<file path="src/hdl/timer_defines.vh">
// Register map, field positions and reset values of the overflow timer
// Summary of operation
// - Mode bit zero gives one 16-bit counter
// - Three-bit field picks the count clock
// - Clear-enable set: compare match zeroes counter
// - Clear-enable zero: match leaves counter counting
// - Wrap from all-ones sets overflow flag
// - Overflow cleared by zero write after read
// - Overflow with enable sets request flag
// - Request flag and enable raise interrupt
// - Software reads and writes all counter bits
// - Pin function bit routes pin to event input
// - Event edge select: one rising, zero falling
`ifndef TIMER_DEFINES_VH
`define TIMER_DEFINES_VH

// Byte addresses on the register port
`define ADDR_CTRL       16'hFFB6
`define ADDR_STAT       16'hFFB7
`define ADDR_COUNT_HI   16'hFFB8
`define ADDR_COUNT_LO   16'hFFB9
`define ADDR_CMP_HI     16'hFFBA
`define ADDR_CMP_LO     16'hFFBB
`define ADDR_PIN_FUNC   16'hFFC3
`define ADDR_EDGE_SEL   16'hFFF2
`define ADDR_IRQ_EN     16'hFFF4
`define ADDR_IRQ_REQ    16'hFFF7

// Control register fields
`define CTRL_MODE_BIT   7
`define CTRL_CKS_MSB    2
`define CTRL_CKS_LSB    0
`define CKS_EXT_EVENT   3'h7

// Status register fields
`define STAT_OVF_BIT    7
`define STAT_OVIE_BIT   5
`define STAT_CCLR_BIT   4

// Single-bit fields of the other registers
`define PIN_FUNC_BIT    0
`define EDGE_SEL_BIT    6
`define IRQ_TIMER_BIT   3

// Reset values and prescaler width
`define CTRL_RST        8'h00
`define STAT_RST        1'b0
`define COUNT_RST       16'h0000
`define CMP_RST         16'hFFFF
`define PIN_FUNC_RST    8'h00
`define EDGE_SEL_RST    1'b1
`define IRQ_EN_RST      1'b0
`define PRESCALE_W      12

`endif

</file>
<file path="src/hdl/event_edge_detect.v">
// Edge detector for the external event input of the timer
`timescale 1ns/10ps
module event_edge_detect
(
  input  wire ref_clk,      // System clock
  input  wire rst,          // Synchronous reset, active high
  input  wire pin_level,    // Shared pin, already synchronous
  input  wire enable,       // Pin routed to the event input
  input  wire rising_sel,   // One for rising, zero for falling
  output reg  edge_pulse_r  // One-cycle pulse per selected edge
);

  reg prev_r;

  ////////////////////////////////////////////////////////////////////////////
  // Previous level tracks always, so a new enable sees no false edge
  always @(posedge ref_clk)
  begin
    if (rst)
    begin
      prev_r       <= 1'b0;
      edge_pulse_r <= 1'b0;
    end
    else
    begin
      prev_r <= pin_level;
      if (rising_sel)
        edge_pulse_r <= enable & pin_level & ~prev_r;
      else
        edge_pulse_r <= enable & ~pin_level & prev_r;
    end
  end

endmodule

</file>
<file path="src/hdl/overflow_timer.v">
// Sixteen-bit timer with compare clear, overflow flag and interrupt chain
//
// The address-and-strobe port was left to the implementer.
`timescale 1ns/10ps
`include "timer_defines.vh"
module overflow_timer
(
  input  wire        ref_clk,        // System clock, 40 MHz
  input  wire        rst,            // Synchronous reset, active high
  input  wire [15:0] addr,           // Register byte address
  input  wire [7:0]  wdata,          // Write data
  input  wire        wr_en,          // Write strobe, one cycle
  input  wire        rd_en,          // Read strobe, one cycle
  output reg  [7:0]  rdata,          // Read data, cycle after strobe
  input  wire        shared_pin,     // Shared port / serial / event pin
  output reg         port_pin_data,  // Pin level for port or serial use
  output wire        event_selected, // Pin routed to the event input
  output wire        irq             // Level interrupt to the core
);

  ////////////////////////////////////////////////////////////////////////////
  // Register state
  reg [7:0]               ctrl_r;
  reg                     ovf_r;
  reg                     ovie_r;
  reg                     cclr_r;
  reg                     ovf_seen_r;
  reg [15:0]              count_r;
  reg [15:0]              count_nxt;
  reg [15:0]              cmp_r;
  reg [7:0]               pin_func_r;
  reg                     edge_sel_r;
  reg                     irq_en_r;
  reg                     irq_req_r;
  reg [`PRESCALE_W-1:0]   pre_r;
  reg                     overflow_evt;

  wire [2:0] clk_sel;
  wire       mode_split;
  wire       ext_pulse;
  wire       tick;
  wire       wr_ctrl;
  wire       wr_stat;
  wire       wr_cnt_hi;
  wire       wr_cnt_lo;
  wire       wr_cmp_hi;
  wire       wr_cmp_lo;
  wire       wr_pin;
  wire       wr_edge;
  wire       wr_ien;
  wire       wr_irr;
  wire       cmp_match;
  wire [7:0] stat_view;

  ////////////////////////////////////////////////////////////////////////////
  // Prescaler tick: code n divides the system clock by 4 to the n
  function prescale_tick;
    input [2:0]             code;
    input [`PRESCALE_W-1:0] pre;
    reg   [`PRESCALE_W-1:0] mask;
    begin
      mask          = ~({`PRESCALE_W{1'b1}} << {code, 1'b0});
      prescale_tick = &(pre | ~mask);
    end
  endfunction

  ////////////////////////////////////////////////////////////////////////////
  // Write decode
  assign wr_ctrl   = wr_en & (addr == `ADDR_CTRL);
  assign wr_stat   = wr_en & (addr == `ADDR_STAT);
  assign wr_cnt_hi = wr_en & (addr == `ADDR_COUNT_HI);
  assign wr_cnt_lo = wr_en & (addr == `ADDR_COUNT_LO);
  assign wr_cmp_hi = wr_en & (addr == `ADDR_CMP_HI);
  assign wr_cmp_lo = wr_en & (addr == `ADDR_CMP_LO);
  assign wr_pin    = wr_en & (addr == `ADDR_PIN_FUNC);
  assign wr_edge   = wr_en & (addr == `ADDR_EDGE_SEL);
  assign wr_ien    = wr_en & (addr == `ADDR_IRQ_EN);
  assign wr_irr    = wr_en & (addr == `ADDR_IRQ_REQ);

  assign clk_sel    = ctrl_r[`CTRL_CKS_MSB:`CTRL_CKS_LSB];
  assign mode_split = ctrl_r[`CTRL_MODE_BIT];
  assign stat_view  = {ovf_r, 1'b0, ovie_r, cclr_r, 4'h0};

  ////////////////////////////////////////////////////////////////////////////
  // Pin function switch
  assign event_selected = pin_func_r[`PIN_FUNC_BIT];

  // Port and serial side see the pin only while not claimed by the timer
  always @(posedge ref_clk)
  begin
    if (rst)
      port_pin_data <= 1'b0;
    else
      port_pin_data <= shared_pin & ~event_selected;
  end

  event_edge_detect u_edge
  (
    .ref_clk      (ref_clk),
    .rst          (rst),
    .pin_level    (shared_pin),
    .enable       (event_selected),
    .rising_sel   (edge_sel_r),
    .edge_pulse_r (ext_pulse)
  );

  ////////////////////////////////////////////////////////////////////////////
  // Free-running prescaler for the internal count clocks
  always @(posedge ref_clk)
  begin
    if (rst)
      pre_r <= {`PRESCALE_W{1'b0}};
    else
      pre_r <= pre_r + 1'b1;
  end

  // Count enable; split mode is not provided, so the counter holds there
  assign tick = ~mode_split &
                ((clk_sel == `CKS_EXT_EVENT) ? ext_pulse :
                 prescale_tick(clk_sel, pre_r));

  assign cmp_match = (count_r == cmp_r);

  ////////////////////////////////////////////////////////////////////////////
  // Next count: software write beats compare clear beats increment
  always @*
  begin
    count_nxt    = count_r;
    overflow_evt = 1'b0;
    if (wr_cnt_hi | wr_cnt_lo)
    begin
      if (wr_cnt_hi)
        count_nxt[15:8] = wdata;
      if (wr_cnt_lo)
        count_nxt[7:0]  = wdata;
    end
    else if (tick)
    begin
      if (cclr_r & cmp_match)
        count_nxt = 16'h0000;
      else
      begin
        count_nxt    = count_r + 16'h0001;
        overflow_evt = (count_r == 16'hFFFF);
      end
    end
  end

  always @(posedge ref_clk)
  begin
    if (rst)
      count_r <= `COUNT_RST;
    else
      count_r <= count_nxt;
  end

  ////////////////////////////////////////////////////////////////////////////
  // Control, compare, pin function, edge select and enable registers
  always @(posedge ref_clk)
  begin
    if (rst)
    begin
      ctrl_r     <= `CTRL_RST;
      cmp_r      <= `CMP_RST;
      pin_func_r <= `PIN_FUNC_RST;
      edge_sel_r <= `EDGE_SEL_RST;
      irq_en_r   <= `IRQ_EN_RST;
      ovie_r     <= `STAT_RST >> `STAT_OVIE_BIT;
      cclr_r     <= `STAT_RST >> `STAT_CCLR_BIT;
    end
    else
    begin
      if (wr_ctrl)
        ctrl_r <= wdata;
      if (wr_cmp_hi)
        cmp_r[15:8] <= wdata;
      if (wr_cmp_lo)
        cmp_r[7:0] <= wdata;
      if (wr_pin)
        pin_func_r <= wdata;
      if (wr_edge)
        edge_sel_r <= wdata[`EDGE_SEL_BIT];
      if (wr_ien)
        irq_en_r <= wdata[`IRQ_TIMER_BIT];
      if (wr_stat)
      begin
        ovie_r <= wdata[`STAT_OVIE_BIT];
        cclr_r <= wdata[`STAT_CCLR_BIT];
      end
    end
  end

  ////////////////////////////////////////////////////////////////////////////
  // Overflow flag; a clear only counts after the flag was seen set,
  // which stops a blind zero write from losing an unseen overflow
  always @(posedge ref_clk)
  begin
    if (rst)
    begin
      ovf_r      <= 1'b0;
      ovf_seen_r <= 1'b0;
    end
    else
    begin
      if (overflow_evt)
        ovf_r <= 1'b1;
      else if (wr_stat & ~wdata[`STAT_OVF_BIT] & ovf_seen_r)
        ovf_r <= 1'b0;
      if (rd_en & (addr == `ADDR_STAT) & ovf_r)
        ovf_seen_r <= 1'b1;
      else if (wr_stat & ~wdata[`STAT_OVF_BIT])
        ovf_seen_r <= 1'b0;
    end
  end

  ////////////////////////////////////////////////////////////////////////////
  // Interrupt request flag; a set in the clearing cycle wins
  always @(posedge ref_clk)
  begin
    if (rst)
      irq_req_r <= 1'b0;
    else if (overflow_evt & ovie_r)
      irq_req_r <= 1'b1;
    else if (wr_irr & ~wdata[`IRQ_TIMER_BIT])
      irq_req_r <= 1'b0;
  end

  // Level request to the core, both stages gated
  assign irq = irq_req_r & irq_en_r;

  ////////////////////////////////////////////////////////////////////////////
  // Read data, registered, zero for unmapped addresses
  always @(posedge ref_clk)
  begin
    if (rst)
      rdata <= 8'h00;
    else if (rd_en)
    begin
      case (addr)
        `ADDR_CTRL:     rdata <= ctrl_r;
        `ADDR_STAT:     rdata <= stat_view;
        `ADDR_COUNT_HI: rdata <= count_r[15:8];
        `ADDR_COUNT_LO: rdata <= count_r[7:0];
        `ADDR_CMP_HI:   rdata <= cmp_r[15:8];
        `ADDR_CMP_LO:   rdata <= cmp_r[7:0];
        `ADDR_PIN_FUNC: rdata <= pin_func_r;
        `ADDR_EDGE_SEL: rdata <= {1'b0, edge_sel_r, 6'h00};
        `ADDR_IRQ_EN:   rdata <= {4'h0, irq_en_r, 3'h0};
        `ADDR_IRQ_REQ:  rdata <= {4'h0, irq_req_r, 3'h0};
        default:        rdata <= 8'h00;
      endcase
    end
    else
      rdata <= 8'h00;
  end

endmodule

</file>
<file path="config.mk">
export PLATFORM = sky130hd
export DESIGN_NAME = overflow_timer
export DESIGN_NICKNAME = d
export VERILOG_FILES = /design/src/hdl/event_edge_detect.v /design/src/hdl/overflow_timer.v
export VERILOG_INCLUDE_DIRS = /design/src /design/src/hdl
export SDC_FILE = /design/constraint.sdc
export NUM_CORES = 1
export LEC_CHECK = 0
export ABC_AREA = 1
export BUFFER_PORTS_ARGS = -buffer_cell sky130_fd_sc_hd__buf_4
export CAP_MARGIN = 20
export CORE_ASPECT_RATIO = 0.9
export CORE_MARGIN = 3
export CORE_UTILIZATION = 30
export DETAILED_ROUTE_END_ITERATION = 8
export HOLD_SLACK_MARGIN = 0.03
export PLACE_DENSITY = 0.45
export SETUP_SLACK_MARGIN = 0.1
export SYNTH_ARGS = -nofsm -noshare
export SYNTH_HDL_FRONTEND = slang
export SYNTH_SLANG_ARGS = --single-unit
</file>
<file path="constraint.sdc">
create_clock -name ref_clk -period 1.8 [get_ports ref_clk]
set_clock_uncertainty 0.2 [all_clocks]
set_input_delay 0.18 -clock ref_clk [delete_from_list [all_inputs] [get_ports ref_clk]]
set_output_delay 0.18 -clock ref_clk [all_outputs]
set_load 0.005 [all_outputs]
</file>
==> reports/metrics.csv, run 1 <==
stage;metric;value;unit
status;outcome;finished, violations left;
status;violations;setup timing;
detailed_routing;final_antenna_net_count;0;
logic_synthesis;netlist_area;4420;um^2
detailed_routing;drt_iter0_markers;363;
hold_path;hp-class;in -> reg;
global_route;antenna_found_initial;0;
power;clkPwrFrac;0.457;
floorplanning;ioPinCount;40;
power;leakage;3.00;nW
setup_path;worstSetupPathType;reg -> reg;
timing;period_minus_slack;1800;ps
clock_tree;clock_latency;350;ps
global_route;gr-usage-all-layers;0.196;
floorplanning;dieWidth;134;um
detailed_routing;dr.pass1.iters;5;
timing;slew_headroom;0.685;
logic_synthesis;async_reset_ff_frac;0;
clock_tree;cts-htree-levels;3;
detailed_routing;vias;4878;
timing;hold_violations;0;
logic_synthesis;yosysWarnings;0;
logic_synthesis;syn-num-nets;718;
setup_path;worst-path-max-fanout;5;
power;pwr-share-comb;0.081;
power;swShare;0.248;
logic_synthesis;synth-main-ff-cell;dfxtp_1;
clock_tree;cts_num_sinks;78;
layout;diodes;0;
floorplanning;dieArea;16200;um^2
global_route;grt_max_degree;30;
setup_path;worstPathRequired;1840;ps
detailed_routing;detail_route.wl_per_cell;15.2;um
floorplanning;die_y;121;um
logic_synthesis;synth_edf_count;0;
logic_synthesis;avgSynthCellArea;6.43;um^2
timing;period_share;1.00;
placed_design;gp_congestion;0.907;
global_route;grt_pass1_wl;24500;um
placed_design;numPortBuffers;39;
logic_synthesis;yosysSeqAreaShare;0.354;
power;power_frac_seq;0.463;
logic_synthesis;yosys.area_share.simple;0.372;
timing;fin_hold_ws;55.5;ps
logic_synthesis;synth.area.mux_share;0;
logic_synthesis;yosysMostFrequentCell;nand2_1;
timing;worstMarginPinSlew;473;ps
logic_synthesis;synth.distinct_cells;38;
timing;maxSlewViolCount;0;
logic_synthesis;ys_seq_elements;78;
power;ir_worst_vdd;0.458;mV
layout;area_growth;41.3;%
floorplanning;core-area;14200;um^2
placed_design;dp.final_hpwl;11700;um
global_route;grt-ovfl-total;0;
layout;seqCellArea;1600;um^2
power;switchingPower;0.942;mW
setup_path;critPathArrivalTime;1840;ps
setup_path;start_kind;register;
setup_path;cp-end-kind;register;
clock_tree;clk_path_buf_depth;2;
floorplanning;initial_core_util;0.311;
timing;max_freq;555;MHz
logic_synthesis;synth.top_cell.area_share;0.354;
power;power.internal;2.85;mW
floorplanning;rows;41;
logic_synthesis;synth_top_family_by_area;simple AND/OR/NAND/NOR gates;
logic_synthesis;synth_area_leader_cell;dfxtp_1;
logic_synthesis;synthTopCellsByCount;nand2_1 (183), nor2_1 (104), inv_1 (87);
logic_synthesis;synth.area.top_cells;dfxtp_1 (35%), nand2_1 (16%), nor2_1 (8.8%), inv_1 (7.4%), o21ai_0 (5.7%);
layout;fillers;1515;
detailed_routing;routed_wl;15600;um
timing;setup_tns;-4.22;ps
layout;nets;860;
logic_synthesis;syn_inst;687;
detailed_routing;drc;0;
global_route;grt_pass1_vias;4580;
logic_synthesis;synth_compound_area_frac;0.143;
logic_synthesis;synth_fa_ha_area_frac;0.00567;
layout;layout-drive-gt1-share;0.288;
power;p_per_area;608;nW/um^2
logic_synthesis;synth_xor_area_frac;0.0238;
timing;setup_viol;2;
layout;multiInputGateArea;2590;um^2
clock_tree;cts_tree;built;
detailed_routing;viasPerCell;4.75;
clock_tree;cts_buffers;9;
job;cap_violations;0;
clock_tree;cts_root_buf;clkbuf_16;
clock_tree;clk_pin_slew;60;ps
timing;setup_ws;-2.25;ps
timing;rsz0062_at_grt;true;
==> stage by stage <==
step	cell area, um^2	utilization	total power [mW]	instances	setup WS [ps]
final	6240	0.439	3.79	1026	-2.25
after global routing	6240	0.439	3.95	1026	-110
after global placement	5590	0.393	2.06	993	-111
after floorplan	4420	-	1.90	687	101
after CTS	6110	0.430	3.84	1023	26.5
after detailed placement	5590	0.393	2.06	993	-90.3
==> cell usage in the layout, fill, tap and decap left out, types with 2 or more instances in the layout <==
| cell | n |
|---|---|
| nand2_4 | 3 |
| nand3_4 | 2 |
| inv_1 | 86 |
| o2111ai_1 | 2 |
| dlygate4sd3_1 | 12 |
| inv_4 | 3 |
| nand2_1 | 173 |
| o22ai_1 | 6 |
| buf_12 | 4 |
| nand3_2 | 12 |
| nand4_1 | 10 |
| nor2_2 | 16 |
| clkinvlp_4 | 2 |
| buf_4 | 128 |
| dfxtp_2 | 18 |
| o211ai_1 | 18 |
| o21ai_2 | 2 |
| dfxtp_4 | 3 |
| inv_2 | 4 |
| buf_6 | 2 |
| nand3_1 | 33 |
| o21ai_0 | 45 |
| nand2_2 | 14 |
| nor2_1 | 92 |
| xor2_1 | 11 |
| o21ai_1 | 3 |
| a21oi_1 | 27 |
| dfxtp_1 | 57 |
| nor3_1 | 12 |
| clkbuf_16 | 9 |
| nor3_2 | 5 |
==> power by group through the flow <==
stage / Clock, mW / Sequential (mW) / Combinational, mW
final: 1.73 / 1.75 / 0.306
after global placement: 0 / 1.79 / 0.271
after global routing: 1.86 / 1.76 / 0.333
after floorplan: 0 / 1.79 / 0.112
after detailed placement: 0 / 1.79 / 0.274
after CTS: 1.79 / 1.75 / 0.300
==> area by class of cell <==
class | instances | area share
multi-input cells | 501 | 0.415
flip-flops and latches | 78 | 0.256
repair buffers | 146 | 0.190
inverters | 93 | 0.0571
clock buffers | 11 | 0.0389
well taps | 193 | 0.0387
clock inverters | 4 | 0.00521
==> registers in the layout, indices dropped and copies added, names as in the netlist, 8 cells and up <==
| name | count |
|---|---|
| cmp_r | 16 |
| rdata | 8 |
| pin_func_r | 8 |
| ctrl_r | 8 |
| count_r | 16 |
| pre_r | 12 |
==> path summary, 6_finish.rpt <==
kind,end,cells past startpoint,slack (ps),from
setup / recovery,count_r[14],12,-2,count_r[1]
hold / removal,ovf_seen_r,5,60,rd_en
setup reg to reg,count_r[14],12,-2,count_r[1]
hold reg to reg,ovf_seen_r,2,270,ovf_seen_r
==> critical path, cell delays in order (launching register included) <==
cell and delay (ps):
dfxtp_4 370, ha_4 160, nand2_4 60, nor3_4 230, buf_6 150, buf_4 110, nand3_1 60, nand2_1 60
nand2_1 70, nand3_2 70, nand2_1 40, nor2_1 80, nor2_1 40
==> layer usage <==
layer	wire length, um	GRT usage	vias to the layer above
met1	7720	0.279	2255
li1	-	-	2504
met4	222	0.0533	0
met5	0	0	-
met2	6880	0.301	103
met3	725	0.0423	16
==> timing repair <==
| action | CTS | global route |
|---|---|---|
| hold buffers | 12 | 0 |
| endpoints found under the hold margin | 30 | 0 |
| pin swaps | 7 | 10 |
| endpoints found under the setup margin | 21 | 22 |
| setup buffers | 1 | 3 |
| cloned | 2 | 0 |
| gates resized for setup | 45 | 32 |
==> kinds of logic (layout without fill, tap and decap cells) <==
family | Yosys count | after routing
and+or+nand+nor | 377 | 379
buffers and inverters | 110 | 254
DFF | 78 | 78
adders and majority gates | 2 | 2
xor gates and xnor gates | 12 | 12
AOI/OAI and AO/OA | 108 | 108
Note: power is estimated with default switching activity, not from simulation.
==> run 2: changes to the inputs <==
- SYNTH_HIERARCHICAL: default -> 1
==> run 2 against run 1 <==
  * The run still ends with setup timing left
  * Clock-buffer cell count fell by 2
  * Combinational power shrank 2%
  * Utilization increased by 2.8 points
  * Via count shrank 4.2%
  * Critical endpoint is now irq_req_r
==> reports/metrics.csv, run 2 <==
stage;metric;value;unit
clock_tree;cts_root_buf;clkbuf_16;
floorplanning;ioPinCount;40;
floorplanning;core-area;13700;um^2
layout;instances_no_fill;1006;
layout;fillers;1414;
global_route;met3_usage;0.0380;
layout;area_growth;48.9;%
global_route;gr-usage-all-layers;0.196;
power;ir_worst_vdd;0.416;mV
global_route;grt-ovfl-total;0;
setup_path;worstSetupPathType;reg -> reg;
layout;reg_top3;cmp_r x16, count_r x16, pre_r x12;
detailed_routing;drc;0;
layout;diodes;0;
layout;fin_util;0.467;
global_route;antenna_found_initial;0;
setup_path;cp-end-kind;register;
placed_design;place_area;5540;um^2
detailed_routing;final_antenna_net_count;0;
setup_path;start_kind;register;
global_route;grt_max_degree;40;
placed_design;dp.final_hpwl;11700;um
clock_tree;cts_num_sinks;78;
logic_synthesis;syn-num-nets;686;
timing;slew_headroom;0.718;
logic_synthesis;async_reset_ff_frac;0;
timing;setup_ws;-14.2;ps
logic_synthesis;synthTopCellsByCount;nand2_1 (161), nor2_1 (92), inv_1 (83);
timing;setup_viol;4;
placed_design;dp_cells;964;
status;outcome;finished, violations left;
job;cap_violations;0;
floorplanning;dieWidth;132;um
placed_design;numPortBuffers;39;
floorplanning;dieArea;15800;um^2
clock_tree;clock_latency;350;ps
clock_tree;clk_path_buf_depth;2;
clock_tree;cts-htree-levels;3;
detailed_routing;detail_route.wl_per_cell;15.1;um
detailed_routing;routed_wl;15200;um
logic_synthesis;synth.distinct_cells;37;
timing;setup_tns;-48.8;ps
timing;period_minus_slack;1810;ps
floorplanning;die_y;119;um
logic_synthesis;synth.area.top_cells;dfxtp_1 (36%), nand2_1 (14%), nor2_1 (8.1%), inv_1 (7.3%), o21ai_0 (6.4%);
setup_path;worstPathRequired;1880;ps
logic_synthesis;synth.top_cell.area_share;0.364;
layout;seqCellArea;1610;um^2
floorplanning;initial_core_util;0.314;
logic_synthesis;synth_area_leader_cell;dfxtp_1;
logic_synthesis;avgSynthCellArea;6.54;um^2
placed_design;gp_congestion;0.906;
timing;period_share;1.01;
clock_tree;cts_buffers;9;
logic_synthesis;yosysMostFrequentCell;nand2_1;
layout;final_common_cell;nand2_1;
detailed_routing;vias;4672;
setup_path;critPathArrivalTime;1900;ps
detailed_routing;dr.pass1.iters;5;
detailed_routing;viasPerCell;4.64;
floorplanning;rows;40;
layout;layout_common_cells;nand2_1 (146), buf_4 (135), inv_1 (79);
status;violations;setup timing;
hold_path;hp-class;in -> reg;
logic_synthesis;syn_inst;655;
timing;worstMarginPinSlew;424;ps
layout;stdcell_area;6380;um^2
clock_tree;clk_pin_slew;70;ps
logic_synthesis;yosysWarnings;6;
global_route;use_met2;0.288;
power;p_per_area;614;nW/um^2
layout;layout-drive-gt1-share;0.335;
global_route;grt_pass1_wl;24100;um
layout;nets;843;
global_route;grt_use_met1;0.288;
power;leakage;2.97;nW
global_route;busiest_layer;met1;
layout;multiInputGateArea;2570;um^2
timing;maxSlewViolCount;0;
logic_synthesis;yosysSeqAreaShare;0.364;
timing;max_freq;551;MHz
power;power;3.91;mW
logic_synthesis;netlist_area;4290;um^2
logic_synthesis;synth-main-ff-cell;dfxtp_1;
setup_path;worst-path-max-fanout;4;
logic_synthesis;ys_seq_elements;78;
global_route;grt_pass1_vias;4442;
logic_synthesis;synth_edf_count;0;
detailed_routing;drt_iter0_markers;346;
clock_tree;cts_tree;built;
timing;hold_violations;0;
timing;rsz0062_at_grt;true;
==> run 2: cell types whose count changed after synthesis, moves of 4 or more <==
cell / delta
nand2_1: -22
nand3_1: -13
inv_1: -4
nor2_2: +5
nor2_1: -12
o21ai_1: +8
o21ai_0: +5
nor3_1: -9
==> run 2: repair_timing <==
action / CTS / global route
gates resized for setup: 40 / 74
endpoints found under the hold margin: 26 / 0
pin swaps: 28 / 42
hold buffers: 13 / 0
cloned: 0 / 1
setup buffers: 9 / 5
setup endpoints to repair: 18 / 21
==> run 2: where the power goes <==
group	switching [mW]	internal (mW)	leakage [nW]
Combinational	0.160	0.140	2.19
Clock	0.789	1.08	0.142
Sequential	0.0170	1.73	0.643
==> run 2: worst paths after layout <==
kind,endpoint,slack (ps),startpoint,cells after the start
hold reg to reg,pin_func_r[3],270,pin_func_r[3],2
hold / removal,pin_func_r[3],170,addr[4],7
setup / recovery,irq_req_r,-10,count_r[0],11
setup reg to reg,irq_req_r,-10,count_r[0],11
==> run 2: cell families after synthesis <==
logic type | Yosys count | synth area share
buf+inv | 107 | 0.0993
flops | 78 | 0.364
simple gates | 329 | 0.335
compound gates | 121 | 0.159
xor+xnor | 18 | 0.0368
fa+ha+maj | 2 | 0.00584
==> run 2: area by class of cell <==
type | count | share of cell area
Sequential cell | 78 | 0.252
Clock buffer | 9 | 0.0353
Timing Repair Buffer | 161 | 0.206
Tap cell | 189 | 0.0371
Inverter | 92 | 0.0553
Multi-Input combinational cell | 470 | 0.402
Clock inverter | 7 | 0.0114
==> run 2: critical path, stage by stage (launching register included) <==
cell     delay (ps)
dfxtp_4         400
ha_4            160
nand2_4          60
nor2_4          110
nand3_4         110
nor2_4          110
nand2_2          90
nor2_4          120
nand3_4          90
nor2_4          110
nand2_2          80
a21oi_2         110
==> run 2: routing by layer <==
layer,wire (um),share of wire
met1,7720,0.51
met2,6460,0.42
met3,815,0.054
met4,216,0.014
met5,0,0
==> run 2: per-stage QoR <==
stage / setup WS [ps] / hold WS (ps)
after detailed placement: -223 / 222
final: -14.2 / 175
after CTS: -17.5 / 174
after global placement: -205 / 217
after global routing: -91.0 / 226
after floorplan: 85.9 / 51.2
==> run 3: changes to the inputs <==
- CORE_MARGIN: 3 -> 2
- CTS_BUF_LIST: default -> sky130_fd_sc_hd__clkbuf_8 sky130_fd_sc_hd__clkbuf_16
==> run 3 against run 2 <==
  * The flow still finishes with violations (setup timing)
  * Die area down 3.2%
  * Utilization down 2.5 points
  * Register-to-register slack worse by 20 ps
  * Critical path depth up 2
  * Critical path type unchanged
  * Largest power group unchanged
==> reports/metrics.csv, run 3 (synthesis results as in run 2) <==
stage;metric;value;unit
floorplanning;rows;41;
layout;layout_common_cells;nand2_1 (154), buf_4 (120), nor2_1 (85);
setup_path;slowest_delay;380;ps
timing;rsz0062_at_grt;true;
clock_tree;clk_pin_slew;60;ps
timing;max_freq;544;MHz
setup_path;critPathArrivalTime;1870;ps
power;leakage;2.90;nW
placed_design;dp_cells;957;
timing;period_minus_slack;1840;ps
global_route;gr-usage-all-layers;0.197;
clock_tree;cts_buffers;9;
clock_tree;clk_path_buf_depth;2;
detailed_routing;dr.pass1.iters;5;
clock_tree;clock_latency;340;ps
setup_path;start_kind;register;
floorplanning;initial_core_util;0.306;
floorplanning;die_y;117;um
global_route;grt_max_degree;51;
timing;setup_tns;-116;ps
detailed_routing;wirelength_met1;7510;um
clock_tree;cts-htree-levels;3;
status;outcome;finished, violations left;
layout;reg_top3;cmp_r x16, count_r x16, pre_r x12;
timing;worstMarginPinSlew;494;ps
global_route;grt-ovfl-total;0;
floorplanning;ioPinCount;40;
layout;nets;825;
detailed_routing;final_antenna_net_count;0;
floorplanning;dieWidth;130;um
detailed_routing;vias;4655;
detailed_routing;detail_route.wl_per_cell;14.7;um
layout;instances_no_fill;990;
detailed_routing;maxUsedRoutingLayer;met4;
detailed_routing;viasPerCell;4.70;
job;cap_violations;0;
timing;hold_violations;0;
setup_path;cp-end-kind;register;
global_route;grt_pass1_wl;23100;um
clock_tree;cts_tree;built;
placed_design;dp_slack;-192;ps
detailed_routing;routed_wl;14500;um
layout;final_common_cell;nand2_1;
timing;setup_ws;-38.3;ps
clock_tree;cts_num_sinks;78;
layout;fin_util;0.442;
setup_path;crit_chain;ha_4, nand2_4, nor2_4, nand3_4, buf_6, buf_6, inv_2, nand2_2, xor2_1, nand2_1, nand2_1, nor2_1, nor2_1;
layout;layout-drive-gt1-share;0.294;
detailed_routing;drt_iter0_markers;345;
timing;setup_viol;5;
power;p_per_area;648;nW/um^2
floorplanning;core-area;14000;um^2
timing;maxSlewViolCount;0;
placed_design;numPortBuffers;39;
timing;slew_headroom;0.667;
setup_path;worstSetupPathType;reg -> reg;
status;violations;setup timing;
detailed_routing;wl_met3;883;um
setup_path;slowest_stage;dfxtp_4;
placed_design;dp.final_hpwl;11200;um
placed_design;gp_congestion;0.899;
setup_path;worstPathRequired;1830;ps
global_route;grt_pass1_vias;4270;
power;power;4.02;mW
power;ir_worst_vdd;0.400;mV
clock_tree;cts_root_buf;clkbuf_16;
floorplanning;dieArea;15300;um^2
layout;diodes;0;
detailed_routing;wl_met2;5880;um
detailed_routing;drc;0;
hold_path;hp-class;in -> reg;
global_route;antenna_found_initial;0;
timing;period_share;1.02;
layout;area_growth;44.5;%
setup_path;worst-path-max-fanout;5;
==> run 3: worst max-delay path, delay by kind of cell, from the launching register on <==
| kind | cells | cell delay [ps] |
|---|---|---|
| xor+xnor | 1 | 150 |
| flops | 1 | 380 |
| buf+inv | 3 | 280 |
| fa+ha+maj | 1 | 160 |
| simple gates | 8 | 550 |
==> run 3: layout make-up <==
class	count	area [um^2]
inverter	92	348
clock inverter	4	70.1
multi-input combinational	470	2510
fill	1453	7810
timing repair buffer	143	1180
sequential	78	1590
clock buffer	10	250
tap	193	241
==> run 3: path summary, 6_finish.rpt <==
| kind | start | endpoint | slack [ps] | cells after the start |
|---|---|---|---|---|
| hold / removal | wr_en | irq_en_r | 50 | 3 |
| hold reg to reg | pin_func_r[3] | pin_func_r[3] | 270 | 2 |
| setup / recovery | count_r[0] | count_r[14] | -40 | 13 |
| setup reg to reg | count_r[0] | count_r[14] | -40 | 13 |
==> run 3: per-layer routing <==
metal,vias to the layer above,GRT usage
met4,0,0.0517
li1,2386,-
met1,2101,0.306
met2,151,0.272
met5,-,0
met3,17,0.0424
==> run 3: timing repair <==
action                                 in CTS  in global routing
gates resized for setup                    69                 15
hold buffers                               11                  0
setup endpoints to repair                  19                 25
endpoints found under the hold margin      33                  0
buffers inserted                            8                  1
pin swaps                                  39                 16
==> run 3: power by group <==
group	switching (mW)	internal, mW
combinational	0.149	0.128
clock	0.711	1.28
sequential	0.0126	1.74
total	0.872	3.14
==> run 3: metrics by stage <==
step	hold WS (ps)	instance area, um^2
after floorplan	51.2	4330
after global placement	218	5470
after detailed placement	230	5470
after CTS	36.2	6150
after global routing	60.9	6190
final	47.6	6190
